==> config.mk <==
export PLATFORM = sky130hd
export DESIGN_NAME = gmp_pin_ctrl
export DESIGN_NICKNAME = d
export VERILOG_FILES = /design/src/gmp_pkg.sv /design/src/gmp_modem_group.sv /design/src/gmp_pin_ctrl.sv
export VERILOG_INCLUDE_DIRS = /design/src /design/src/src
export SDC_FILE = /design/constraint.sdc
export NUM_CORES = 1
export LEC_CHECK = 0
export ABC_AREA = 1
export BUFFER_PORTS_ARGS = -buffer_cell sky130_fd_sc_hd__clkbuf_2
export CAP_MARGIN = 10
export CORE_MARGIN = 2
export CORE_UTILIZATION = 50
export DETAILED_ROUTE_END_ITERATION = 8
export PLACE_DENSITY = 0.81
export SKIP_LAST_GASP = 1
export SLEW_MARGIN = 20
export SYNTH_ARGS = -nofsm -noshare
export SYNTH_HDL_FRONTEND = slang
export SYNTH_SLANG_ARGS = --single-unit
==> constraint.sdc <==
create_clock -name clk_sys -period 1.5 [get_ports clk_sys]
set_clock_uncertainty 0.05 [all_clocks]
set_input_delay 0.45 -clock clk_sys [delete_from_list [all_inputs] [get_ports clk_sys]]
set_output_delay 0.45 -clock clk_sys [all_outputs]
set_load 0.01 [all_outputs]
==> src/gmp_cfg.svh <==
// Purpose: Offsets, field positions, reset values and group layout of the pin block.
// Assumes: Four registers on a small byte-wide register port with a 4-bit address.
// Notes: Most figures live here; the soft reset read-back bit and the modem ready-out enable are also written as literals.
`ifndef GMP_CFG_SVH
`define GMP_CFG_SVH

`define GMP_ADDR_W 4
`define GMP_OFF_DIR 4'h0
`define GMP_OFF_LEVEL 4'h1
`define GMP_OFF_IRQEN 4'h2
`define GMP_OFF_CTRL 4'h3

`define GMP_CTL_LATCH 0
`define GMP_CTL_GRP_HI 1
`define GMP_CTL_GRP_LO 2
`define GMP_CTL_SRST 3
`define GMP_CTL_KEEP_MASK 8'h07
`define GMP_RST_BYTE 8'h00

`define GMP_POS_DSR 0
`define GMP_POS_DTR 1
`define GMP_POS_CD 2
`define GMP_POS_RI 3

`endif

==> src/gmp_pkg.sv <==
// Purpose: Types shared by the pin control block and its modem group mapper.
// Assumes: Constants come from gmp_cfg.svh.
// Notes: Modem status fields are active high, i.e. the inverse of the low-active pins.
package gmp_pkg;

    typedef struct packed {
        logic wr;
        logic rd;
        logic [3:0] addr;
        logic [7:0] wdata;
    } gmp_reg_req_type;

    typedef struct packed {
        logic carrier_in;
        logic bell_in;
        logic peer_ready_in;
    } gmp_modem_type;

    typedef enum logic [1:0] {
        SR_IDLE = 2'b01,
        SR_ACTIVE = 2'b10
    } gmp_srst_state_type;

endpackage : gmp_pkg

==> src/gmp_modem_group.sv <==
// Purpose: Emulates one channel's ring, carrier, ready-in and ready-out lines on four pins.
// Assumes: Pins are low active; reset is the block's combined hardware or soft reset.
// Notes: Status and change outputs are zero while the group is in general I/O mode.
`include "gmp_cfg.svh"
`timescale 1ns/1ns
`default_nettype none
module gmp_modem_group (
    input wire logic clk_sys,
    input wire logic rst,
    input wire logic [3:0] pins_in,
    input wire logic modem_en,
    input wire logic dtr_ctl,
    input wire logic msi_en,
    output gmp_pkg::gmp_modem_type status,
    output gmp_pkg::gmp_modem_type delta,
    output logic irq_pulse,
    output logic [3:0] pin_out,
    output logic [3:0] pin_oe
);
    gmp_pkg::gmp_modem_type status_q;
    gmp_pkg::gmp_modem_type status_d;
    gmp_pkg::gmp_modem_type delta_q;
    gmp_pkg::gmp_modem_type delta_d;
    logic en_q;
    logic irq_q;
    logic irq_d;

    // Status mirrors pins
    // Zero in I/O mode
    assign status_d = modem_en ? gmp_pkg::gmp_modem_type'{
        carrier_in: ~pins_in[`GMP_POS_CD],
        bell_in: ~pins_in[`GMP_POS_RI],
        peer_ready_in: ~pins_in[`GMP_POS_DSR]} : '0;
    // A change seen right after the mode switch is the switch itself, not the line.
    // No change in I/O mode
    assign delta_d = (modem_en && en_q) ? (status_d ^ status_q) : '0;
    // Change raises interrupt
    assign irq_d = msi_en && (delta_d != '0);

    always_ff @(posedge clk_sys) begin
        if (rst) begin
            status_q <= '0;
            delta_q <= '0;
            en_q <= 1'b0;
            irq_q <= 1'b0;
        end else begin
            status_q <= status_d;
            delta_q <= delta_d;
            en_q <= modem_en;
            irq_q <= irq_d;
        end
    end

    assign status = status_q;
    assign delta = delta_q;
    assign irq_pulse = irq_q;
    // Control bit drives ready-out
    assign pin_out = modem_en ? {2'b00, ~dtr_ctl, 1'b0} : 4'h0;
    assign pin_oe = modem_en ? 4'h2 : 4'h0;
endmodule : gmp_modem_group
`default_nettype wire

==> src/gmp_pin_ctrl.sv <==
// Purpose: Eight programmable pins with input capture, pin-change interrupt and modem emulation.
// Assumes: Register requests are one-cycle strobes synchronous to clk_sys.
// Notes: Read data appears one cycle after the read strobe; pins 3:0 map to channel B.
`include "gmp_cfg.svh"
`timescale 1ns/1ns
`default_nettype none
// Overview of operation
// Writing control bit 3 resets whole device
// Soft reset bit returns to zero itself
// Bit 2 makes low pins channel B modem
// Bit 1 makes high pins channel A modem
// Control bits 7:4 reserved, no function
// Unlatched: change interrupts, state read clears
// Unlatched: reverting input clears pending interrupt
// Latched: change interrupts and captures level
// Latched: state read clears pending interrupt
// Latched: revert keeps interrupt and captured level
// I/O pins governed by pin registers
// I/O mode hides pins from modem status
// I/O mode raises no modem interrupt
// I/O mode: modem control ignores ready-out
// Modem mode reports pin levels in status
// Modem mode: control bit drives ready-out
// Modem mode: enabled changes raise modem interrupt
// Modem mode: pin registers have no effect
// Direction bit: zero input, one output
// State write drives outputs, read returns levels
// Per-pin enable gates change interrupt
// Control register zero after any reset
module gmp_pin_ctrl #(
    parameter int PIN_COUNT = 8
) (
    input wire logic clk_sys,
    input wire logic rst,
    input wire gmp_pkg::gmp_reg_req_type reg_req,
    output logic [7:0] rd_data,
    input wire logic [PIN_COUNT-1:0] gpio_in,
    output logic [PIN_COUNT-1:0] gpio_out,
    output logic [PIN_COUNT-1:0] gpio_oe,
    output logic gpio_irq,
    input wire logic [1:0] modem_ctl_dtr,
    input wire logic [1:0] irq_mask_msi,
    output gmp_pkg::gmp_modem_type modem_state_chan_a,
    output gmp_pkg::gmp_modem_type modem_state_chan_b,
    output gmp_pkg::gmp_modem_type modem_delta_chan_a,
    output gmp_pkg::gmp_modem_type modem_delta_chan_b,
    output logic [1:0] modem_irq,
    output logic dev_soft_rst
);
    localparam int GRP = PIN_COUNT / 2;

    gmp_pkg::gmp_srst_state_type srst_q;
    gmp_pkg::gmp_srst_state_type srst_d;
    logic blk_rst;
    logic [7:0] pin_direction_reg_q;
    logic [7:0] pin_level_reg_q;
    logic [7:0] pin_change_irq_enable_q;
    logic [7:0] io_pin_control_q;
    logic [7:0] io_pin_control_d;
    logic [7:0] rd_data_q;
    logic [7:0] rd_data_d;
    logic [PIN_COUNT-1:0] ref_q;
    logic [PIN_COUNT-1:0] ref_d;
    logic [PIN_COUNT-1:0] pend_q;
    logic [PIN_COUNT-1:0] pend_d;
    logic [PIN_COUNT-1:0] cap_q;
    logic [PIN_COUNT-1:0] cap_d;
    logic [PIN_COUNT-1:0] gpio_out_q;
    logic [PIN_COUNT-1:0] gpio_oe_q;
    logic [PIN_COUNT-1:0] gpio_out_d;
    logic [PIN_COUNT-1:0] gpio_oe_d;
    logic [PIN_COUNT-1:0] pin_is_io;
    logic [PIN_COUNT-1:0] elig;
    logic [PIN_COUNT-1:0] chg_set;
    logic [PIN_COUNT-1:0] level_view;
    logic [GRP-1:0] mdm_out_lo;
    logic [GRP-1:0] mdm_oe_lo;
    logic [GRP-1:0] mdm_out_hi;
    logic [GRP-1:0] mdm_oe_hi;
    logic wr_dir;
    logic wr_level;
    logic wr_irqen;
    logic wr_ctrl;
    logic rd_level;
    logic latch_en;
    logic modem_lo;
    logic modem_hi;

    assign wr_dir = reg_req.wr && (reg_req.addr == `GMP_OFF_DIR);
    assign wr_level = reg_req.wr && (reg_req.addr == `GMP_OFF_LEVEL);
    assign wr_irqen = reg_req.wr && (reg_req.addr == `GMP_OFF_IRQEN);
    assign wr_ctrl = reg_req.wr && (reg_req.addr == `GMP_OFF_CTRL);
    assign rd_level = reg_req.rd && (reg_req.addr == `GMP_OFF_LEVEL);

    // Soft reset request
    assign srst_d = (srst_q == gmp_pkg::SR_IDLE && wr_ctrl && reg_req.wdata[`GMP_CTL_SRST])
        ? gmp_pkg::SR_ACTIVE : gmp_pkg::SR_IDLE;
    // Whole-device reset source
    assign blk_rst = rst || (srst_q == gmp_pkg::SR_ACTIVE);
    assign dev_soft_rst = (srst_q == gmp_pkg::SR_ACTIVE);

    // Bit clears itself
    // The sequencer answers only to the hardware reset, so the soft reset ends by itself.
    always_ff @(posedge clk_sys) begin
        if (rst) begin
            srst_q <= gmp_pkg::SR_IDLE;
        end else begin
            srst_q <= srst_d;
        end
    end

    // Reserved bits never stored
    assign io_pin_control_d = wr_ctrl ? (reg_req.wdata & `GMP_CTL_KEEP_MASK) : io_pin_control_q;
    assign latch_en = io_pin_control_q[`GMP_CTL_LATCH];
    // Low group mode select
    assign modem_lo = io_pin_control_q[`GMP_CTL_GRP_LO];
    // High group mode select
    assign modem_hi = io_pin_control_q[`GMP_CTL_GRP_HI];

    always_ff @(posedge clk_sys) begin
        // All zero after any reset
        if (blk_rst) begin
            pin_direction_reg_q <= `GMP_RST_BYTE;
            pin_level_reg_q <= `GMP_RST_BYTE;
            pin_change_irq_enable_q <= `GMP_RST_BYTE;
            io_pin_control_q <= `GMP_RST_BYTE;
        end else begin
            if (wr_dir) begin
                pin_direction_reg_q <= reg_req.wdata;
            end
            if (wr_level) begin
                pin_level_reg_q <= reg_req.wdata;
            end
            if (wr_irqen) begin
                pin_change_irq_enable_q <= reg_req.wdata;
            end
            io_pin_control_q <= io_pin_control_d;
        end
    end

    gmp_modem_group u_grp_b (
        .clk_sys(clk_sys),
        .rst(blk_rst),
        .pins_in(gpio_in[GRP-1:0]),
        .modem_en(modem_lo),
        .dtr_ctl(modem_ctl_dtr[0]),
        .msi_en(irq_mask_msi[0]),
        .status(modem_state_chan_b),
        .delta(modem_delta_chan_b),
        .irq_pulse(modem_irq[0]),
        .pin_out(mdm_out_lo),
        .pin_oe(mdm_oe_lo)
    );

    gmp_modem_group u_grp_a (
        .clk_sys(clk_sys),
        .rst(blk_rst),
        .pins_in(gpio_in[PIN_COUNT-1:GRP]),
        .modem_en(modem_hi),
        .dtr_ctl(modem_ctl_dtr[1]),
        .msi_en(irq_mask_msi[1]),
        .status(modem_state_chan_a),
        .delta(modem_delta_chan_a),
        .irq_pulse(modem_irq[1]),
        .pin_out(mdm_out_hi),
        .pin_oe(mdm_oe_hi)
    );

    genvar i;
    generate
        for (i = 0; i < PIN_COUNT; i++) begin : g_pin
            // Pin registers govern I/O pins
            assign pin_is_io[i] = (i < GRP) ? ~modem_lo : ~modem_hi;
            // Enabled input pins only
            assign elig[i] = pin_is_io[i] && !pin_direction_reg_q[i] && pin_change_irq_enable_q[i];
            // Capture on first change
            assign chg_set[i] = elig[i] && latch_en && !pend_q[i] && (gpio_in[i] != ref_q[i]);
            // Captured level shown while pending
            assign level_view[i] = (latch_en && pend_q[i]) ? cap_q[i] : gpio_in[i];
            // The reference becomes what the read returned, so a level that moved
            // after the capture raises a fresh interrupt right after the read.
            assign ref_d[i] = !elig[i] ? gpio_in[i] : (rd_level ? level_view[i] : ref_q[i]);
            // Unlatched pending follows compare
            // Revert clears it
            // Latched read clears
            assign pend_d[i] = !elig[i] ? 1'b0 :
                (!latch_en ? (gpio_in[i] != ref_d[i]) :
                (chg_set[i] || (pend_q[i] && !rd_level)));
            assign cap_d[i] = chg_set[i] ? gpio_in[i] : cap_q[i];
            // Modem pins ignore pin registers
            // Direction sets drive
            // Written level to output pins
            // Ready-out only from group mapper
            assign gpio_oe_d[i] = pin_is_io[i] ? pin_direction_reg_q[i]
                : ((i < GRP) ? mdm_oe_lo[i % GRP] : mdm_oe_hi[i % GRP]);
            assign gpio_out_d[i] = pin_is_io[i] ? (pin_direction_reg_q[i] && pin_level_reg_q[i])
                : ((i < GRP) ? mdm_out_lo[i % GRP] : mdm_out_hi[i % GRP]);
        end
    endgenerate

    always_ff @(posedge clk_sys) begin
        if (blk_rst) begin
            ref_q <= '0;
            pend_q <= '0;
            cap_q <= '0;
            gpio_out_q <= '0;
            gpio_oe_q <= '0;
        end else begin
            ref_q <= ref_d;
            pend_q <= pend_d;
            cap_q <= cap_d;
            gpio_out_q <= gpio_out_d;
            gpio_oe_q <= gpio_oe_d;
        end
    end

    // Read returns pin levels
    // Soft reset bit reads back
    assign rd_data_d = !reg_req.rd ? 8'h00 :
        (reg_req.addr == `GMP_OFF_DIR) ? pin_direction_reg_q :
        (reg_req.addr == `GMP_OFF_LEVEL) ? level_view :
        (reg_req.addr == `GMP_OFF_IRQEN) ? pin_change_irq_enable_q :
        (reg_req.addr == `GMP_OFF_CTRL) ? (io_pin_control_q | {4'h0, dev_soft_rst, 3'h0}) :
        8'h00;

    always_ff @(posedge clk_sys) begin
        if (rst) begin
            rd_data_q <= 8'h00;
        end else begin
            rd_data_q <= rd_data_d;
        end
    end

    assign rd_data = rd_data_q;
    assign gpio_out = gpio_out_q;
    assign gpio_oe = gpio_oe_q;
    assign gpio_irq = |pend_q;
endmodule : gmp_pin_ctrl
`default_nettype wire

==> flow_summary.yaml <==
worst_setup_path:
  critPathArrivalTime_ns: 1.24
  r2r.worst_path.cells: 8
  path_class: "reg -> out"
  start_kind: "flip-flop"
  crit_fanout: 2
  reg2reg_slack_ns: 0.04
  cp.required_ns: 1.00
  critPathCaptureType: "output pin"
clock_network:
  cts.sinks: 93
  cts-buffers-inserted: 9
  ctsHtreeMaxLevel: 3
  path_clk_slew_ns: 0.09
  cts_max_path_buffers: 2
  holdBufCountCts: 0
  clock_latency_ns: 0.37
  root_buffer: "clkbuf_8"
  cts_tree: "built"
synth:
  ys_ff_latch: 93
  netlist_instances: 563
  yosysUniqueCellTypes: 28
  yosysWarnings: 0
  syn_area_per_cell_um2: 7.27
  synth.net_count: 591
  syn-cell-area_mm2: 0.00409
  seq_area_frac_synth: 0.455
power:
  power_frac_seq: 0.503
  static-leakage-power_nw: 2.29
  power_switching_share: 0.242
  p_clk_frac: 0.409
  vdd_ir_drop_max_uv: 834
  pwr-share-comb: 0.088
  p_sw_mw: 1.21
  internal_power_mw: 3.80
  power_density_mw_per_mm2: 964
cells_and_area:
  drive_gt1_frac: 0.256
  design_area_mm2: 0.00520
  n_antenna_cell: 0
  final_cell_mix: "87 x nand2_1, 83 x dfxtp_1, 75 x inv_1"
  multi_input_area_mm2: 0.00186
  regArea_mm2: 0.00188
  final_common_cell: "nand2_1"
  nets: 703
  nFillCells: 663
  postLayoutCoreUtil: 0.663
  area_delta_synth_final_pct: 27.1
  instances_no_fill: 782
timing:
  min_period_ns: 1.74
  worst_slew_pin_slew_ns: 0.339
  max_slew_margin: 0.774
  hold_viol_final: 0
  fmax_mhz: 576
  holdWs_ns: 0.228
  maxSlewViolCount: 0
  finalCritPeriodShare: 1.16
  final-setup-viol-count: 1
  fin_ws_ns: -0.235
  rsz0062_at_grt: "true"
floorplan:
  initial_core_util: 0.522
  fp.dieW_um: 94.5
  std_cell_rows: 32
  core_area_mm2: 0.00785
  die_area_mm2: 0.00892
  io_pins: 68
  die_y_um: 94.5
routing:
  vias_per_cell: 5.55
  wirelength_um: 11300
  detail-route-antenna-nets: 0
  drt_iter0_markers: 397
  via_count: 4344
  detail_route.wl_per_cell_um: 14.4
  drt_pass1_iterations: 6
  drc_errors: 0
placed_design:
  post-place-ws_ns: -0.191
  dp.cells: 762
  io_buffers: 67
  place_area_mm2: 0.00486
  dp_hpwl_um: 7950
  gp_congestion: 0.833
status:
  violations: "setup timing"
  status: "finished, violations left"
min_path:
  worstHoldPathCells: 2
  hp-class: "in -> reg"
global_routing:
  antenna_found_initial: 0
  grt_pass1_wl_um: 18300
  grt_start_max_net_pins: 25
  grt_overflow: 0
  grt_usage: 0.261
  grt_pass1_vias: 4098
job:
  drv_cap: 0
stage by stage:
step / TNS, ns / total power, mW
floorplan: 0 / 2.80
global placement: -1.64 / 2.99
detailed placement: -4.11 / 3.01
CTS: -0.209 / 5.02
global route: -0.333 / 5.21
finish: -0.235 / 5.01
flip-flops by register name (all words and copies together), names as in the netlist, 2 cells and up:
signal                   cells
io_pin_control_q             3
pend_q                       8
u_grp_a.delta                3
cap_q                        8
u_grp_b.delta                3
u_grp_b.status               3
gpio_out                     8
pin_change_irq_enable_q      8
rd_data                      8
u_grp_a.status               3
pin_level_reg_q              8
srst_q                       2
ref_q                        8
gpio_oe                      8
pin_direction_reg_q          8
logic make-up after synthesis:
kind of cell / after synthesis / synth area share
AND/OR/NAND/NOR: 231 / 0.257
AO/OA/AOI/OAI: 141 / 0.187
buffers and inverters: 98 / 0.101
flip-flops: 93 / 0.455
layout make-up:
class / count / area share
sequential: 93 / 0.361
multi-input combinational: 372 / 0.358
clock inverter: 6 / 0.0226
clock buffer: 10 / 0.0245
timing repair buffer: 120 / 0.153
tap: 102 / 0.0245
inverter: 79 / 0.0570
power by group through the flow:
stage | Combinational (mW) | Sequential [mW] | Clock (mW)
2_1_floorplan | 0.218 | 2.58 | 0
3_3_place_gp | 0.409 | 2.58 | 0
3_5_place_dp | 0.423 | 2.58 | 0
4_1_cts | 0.427 | 2.52 | 2.07
5_1_grt | 0.486 | 2.53 | 2.19
6_report | 0.442 | 2.52 | 2.05
layer usage:
layer	track usage	up-vias	wire length (um)	part of all wire
met5	0	-	0	0
met2	0.438	241	5450	0.48
met4	0.159	0	382	0.034
met1	0.307	1949	4560	0.40
met3	0.0511	46	866	0.077
li1	-	2108	-	-
critical path: stages (launching register included):
cell and delay, ns:
dfxtp_2 0.34, nor4_2 0.28, nand2_1 0.10, clkbuf_2 0.14
timing repair:
action	in CTS	in global routing
gates resized for setup	10	13
pin swaps	3	3
buffers inserted	2	2
gates cloned	0	0
endpoints found under the setup margin	2	17
cell usage after synthesis:
cell type  count  area share
clkbuf_1       5      0.0046
o31ai_1        4      0.0073
clkinv_1       2      0.0018
nand4_1       18       0.028
nor3_4         1      0.0040
nor2_1        46       0.042
nand2_1       88       0.081
nor3_1        14       0.017
dfxtp_1       93        0.45
a31oi_1        4      0.0061
buf_4          2      0.0037
nor2_2         1      0.0015
nand3_1       52       0.064
nor4_1         2      0.0031
buf_2          9       0.011
o32ai_1        1      0.0021
nand2_2        3      0.0046
inv_2          1     0.00092
nand3_4        1      0.0043
inv_1         76       0.070
o21ai_0       48       0.059
buf_6          2      0.0055
or2_2          4      0.0061
a21oi_2        8       0.017
a21oi_1       67       0.082
nor2_4         1      0.0028
o22ai_1        9       0.014
clkbuf_8       1      0.0034
final timing paths:
check	start	end
worst max-delay path	pend_q[7]	gpio_irq
worst min-delay path	modem_ctl_dtr[1]	gpio_out[5]
worst max register to register	srst_q[1]	cap_q[4]
worst min register to register	pin_level_reg_q[2]	gpio_out[2]
Power figures use the tool's default switching activity.
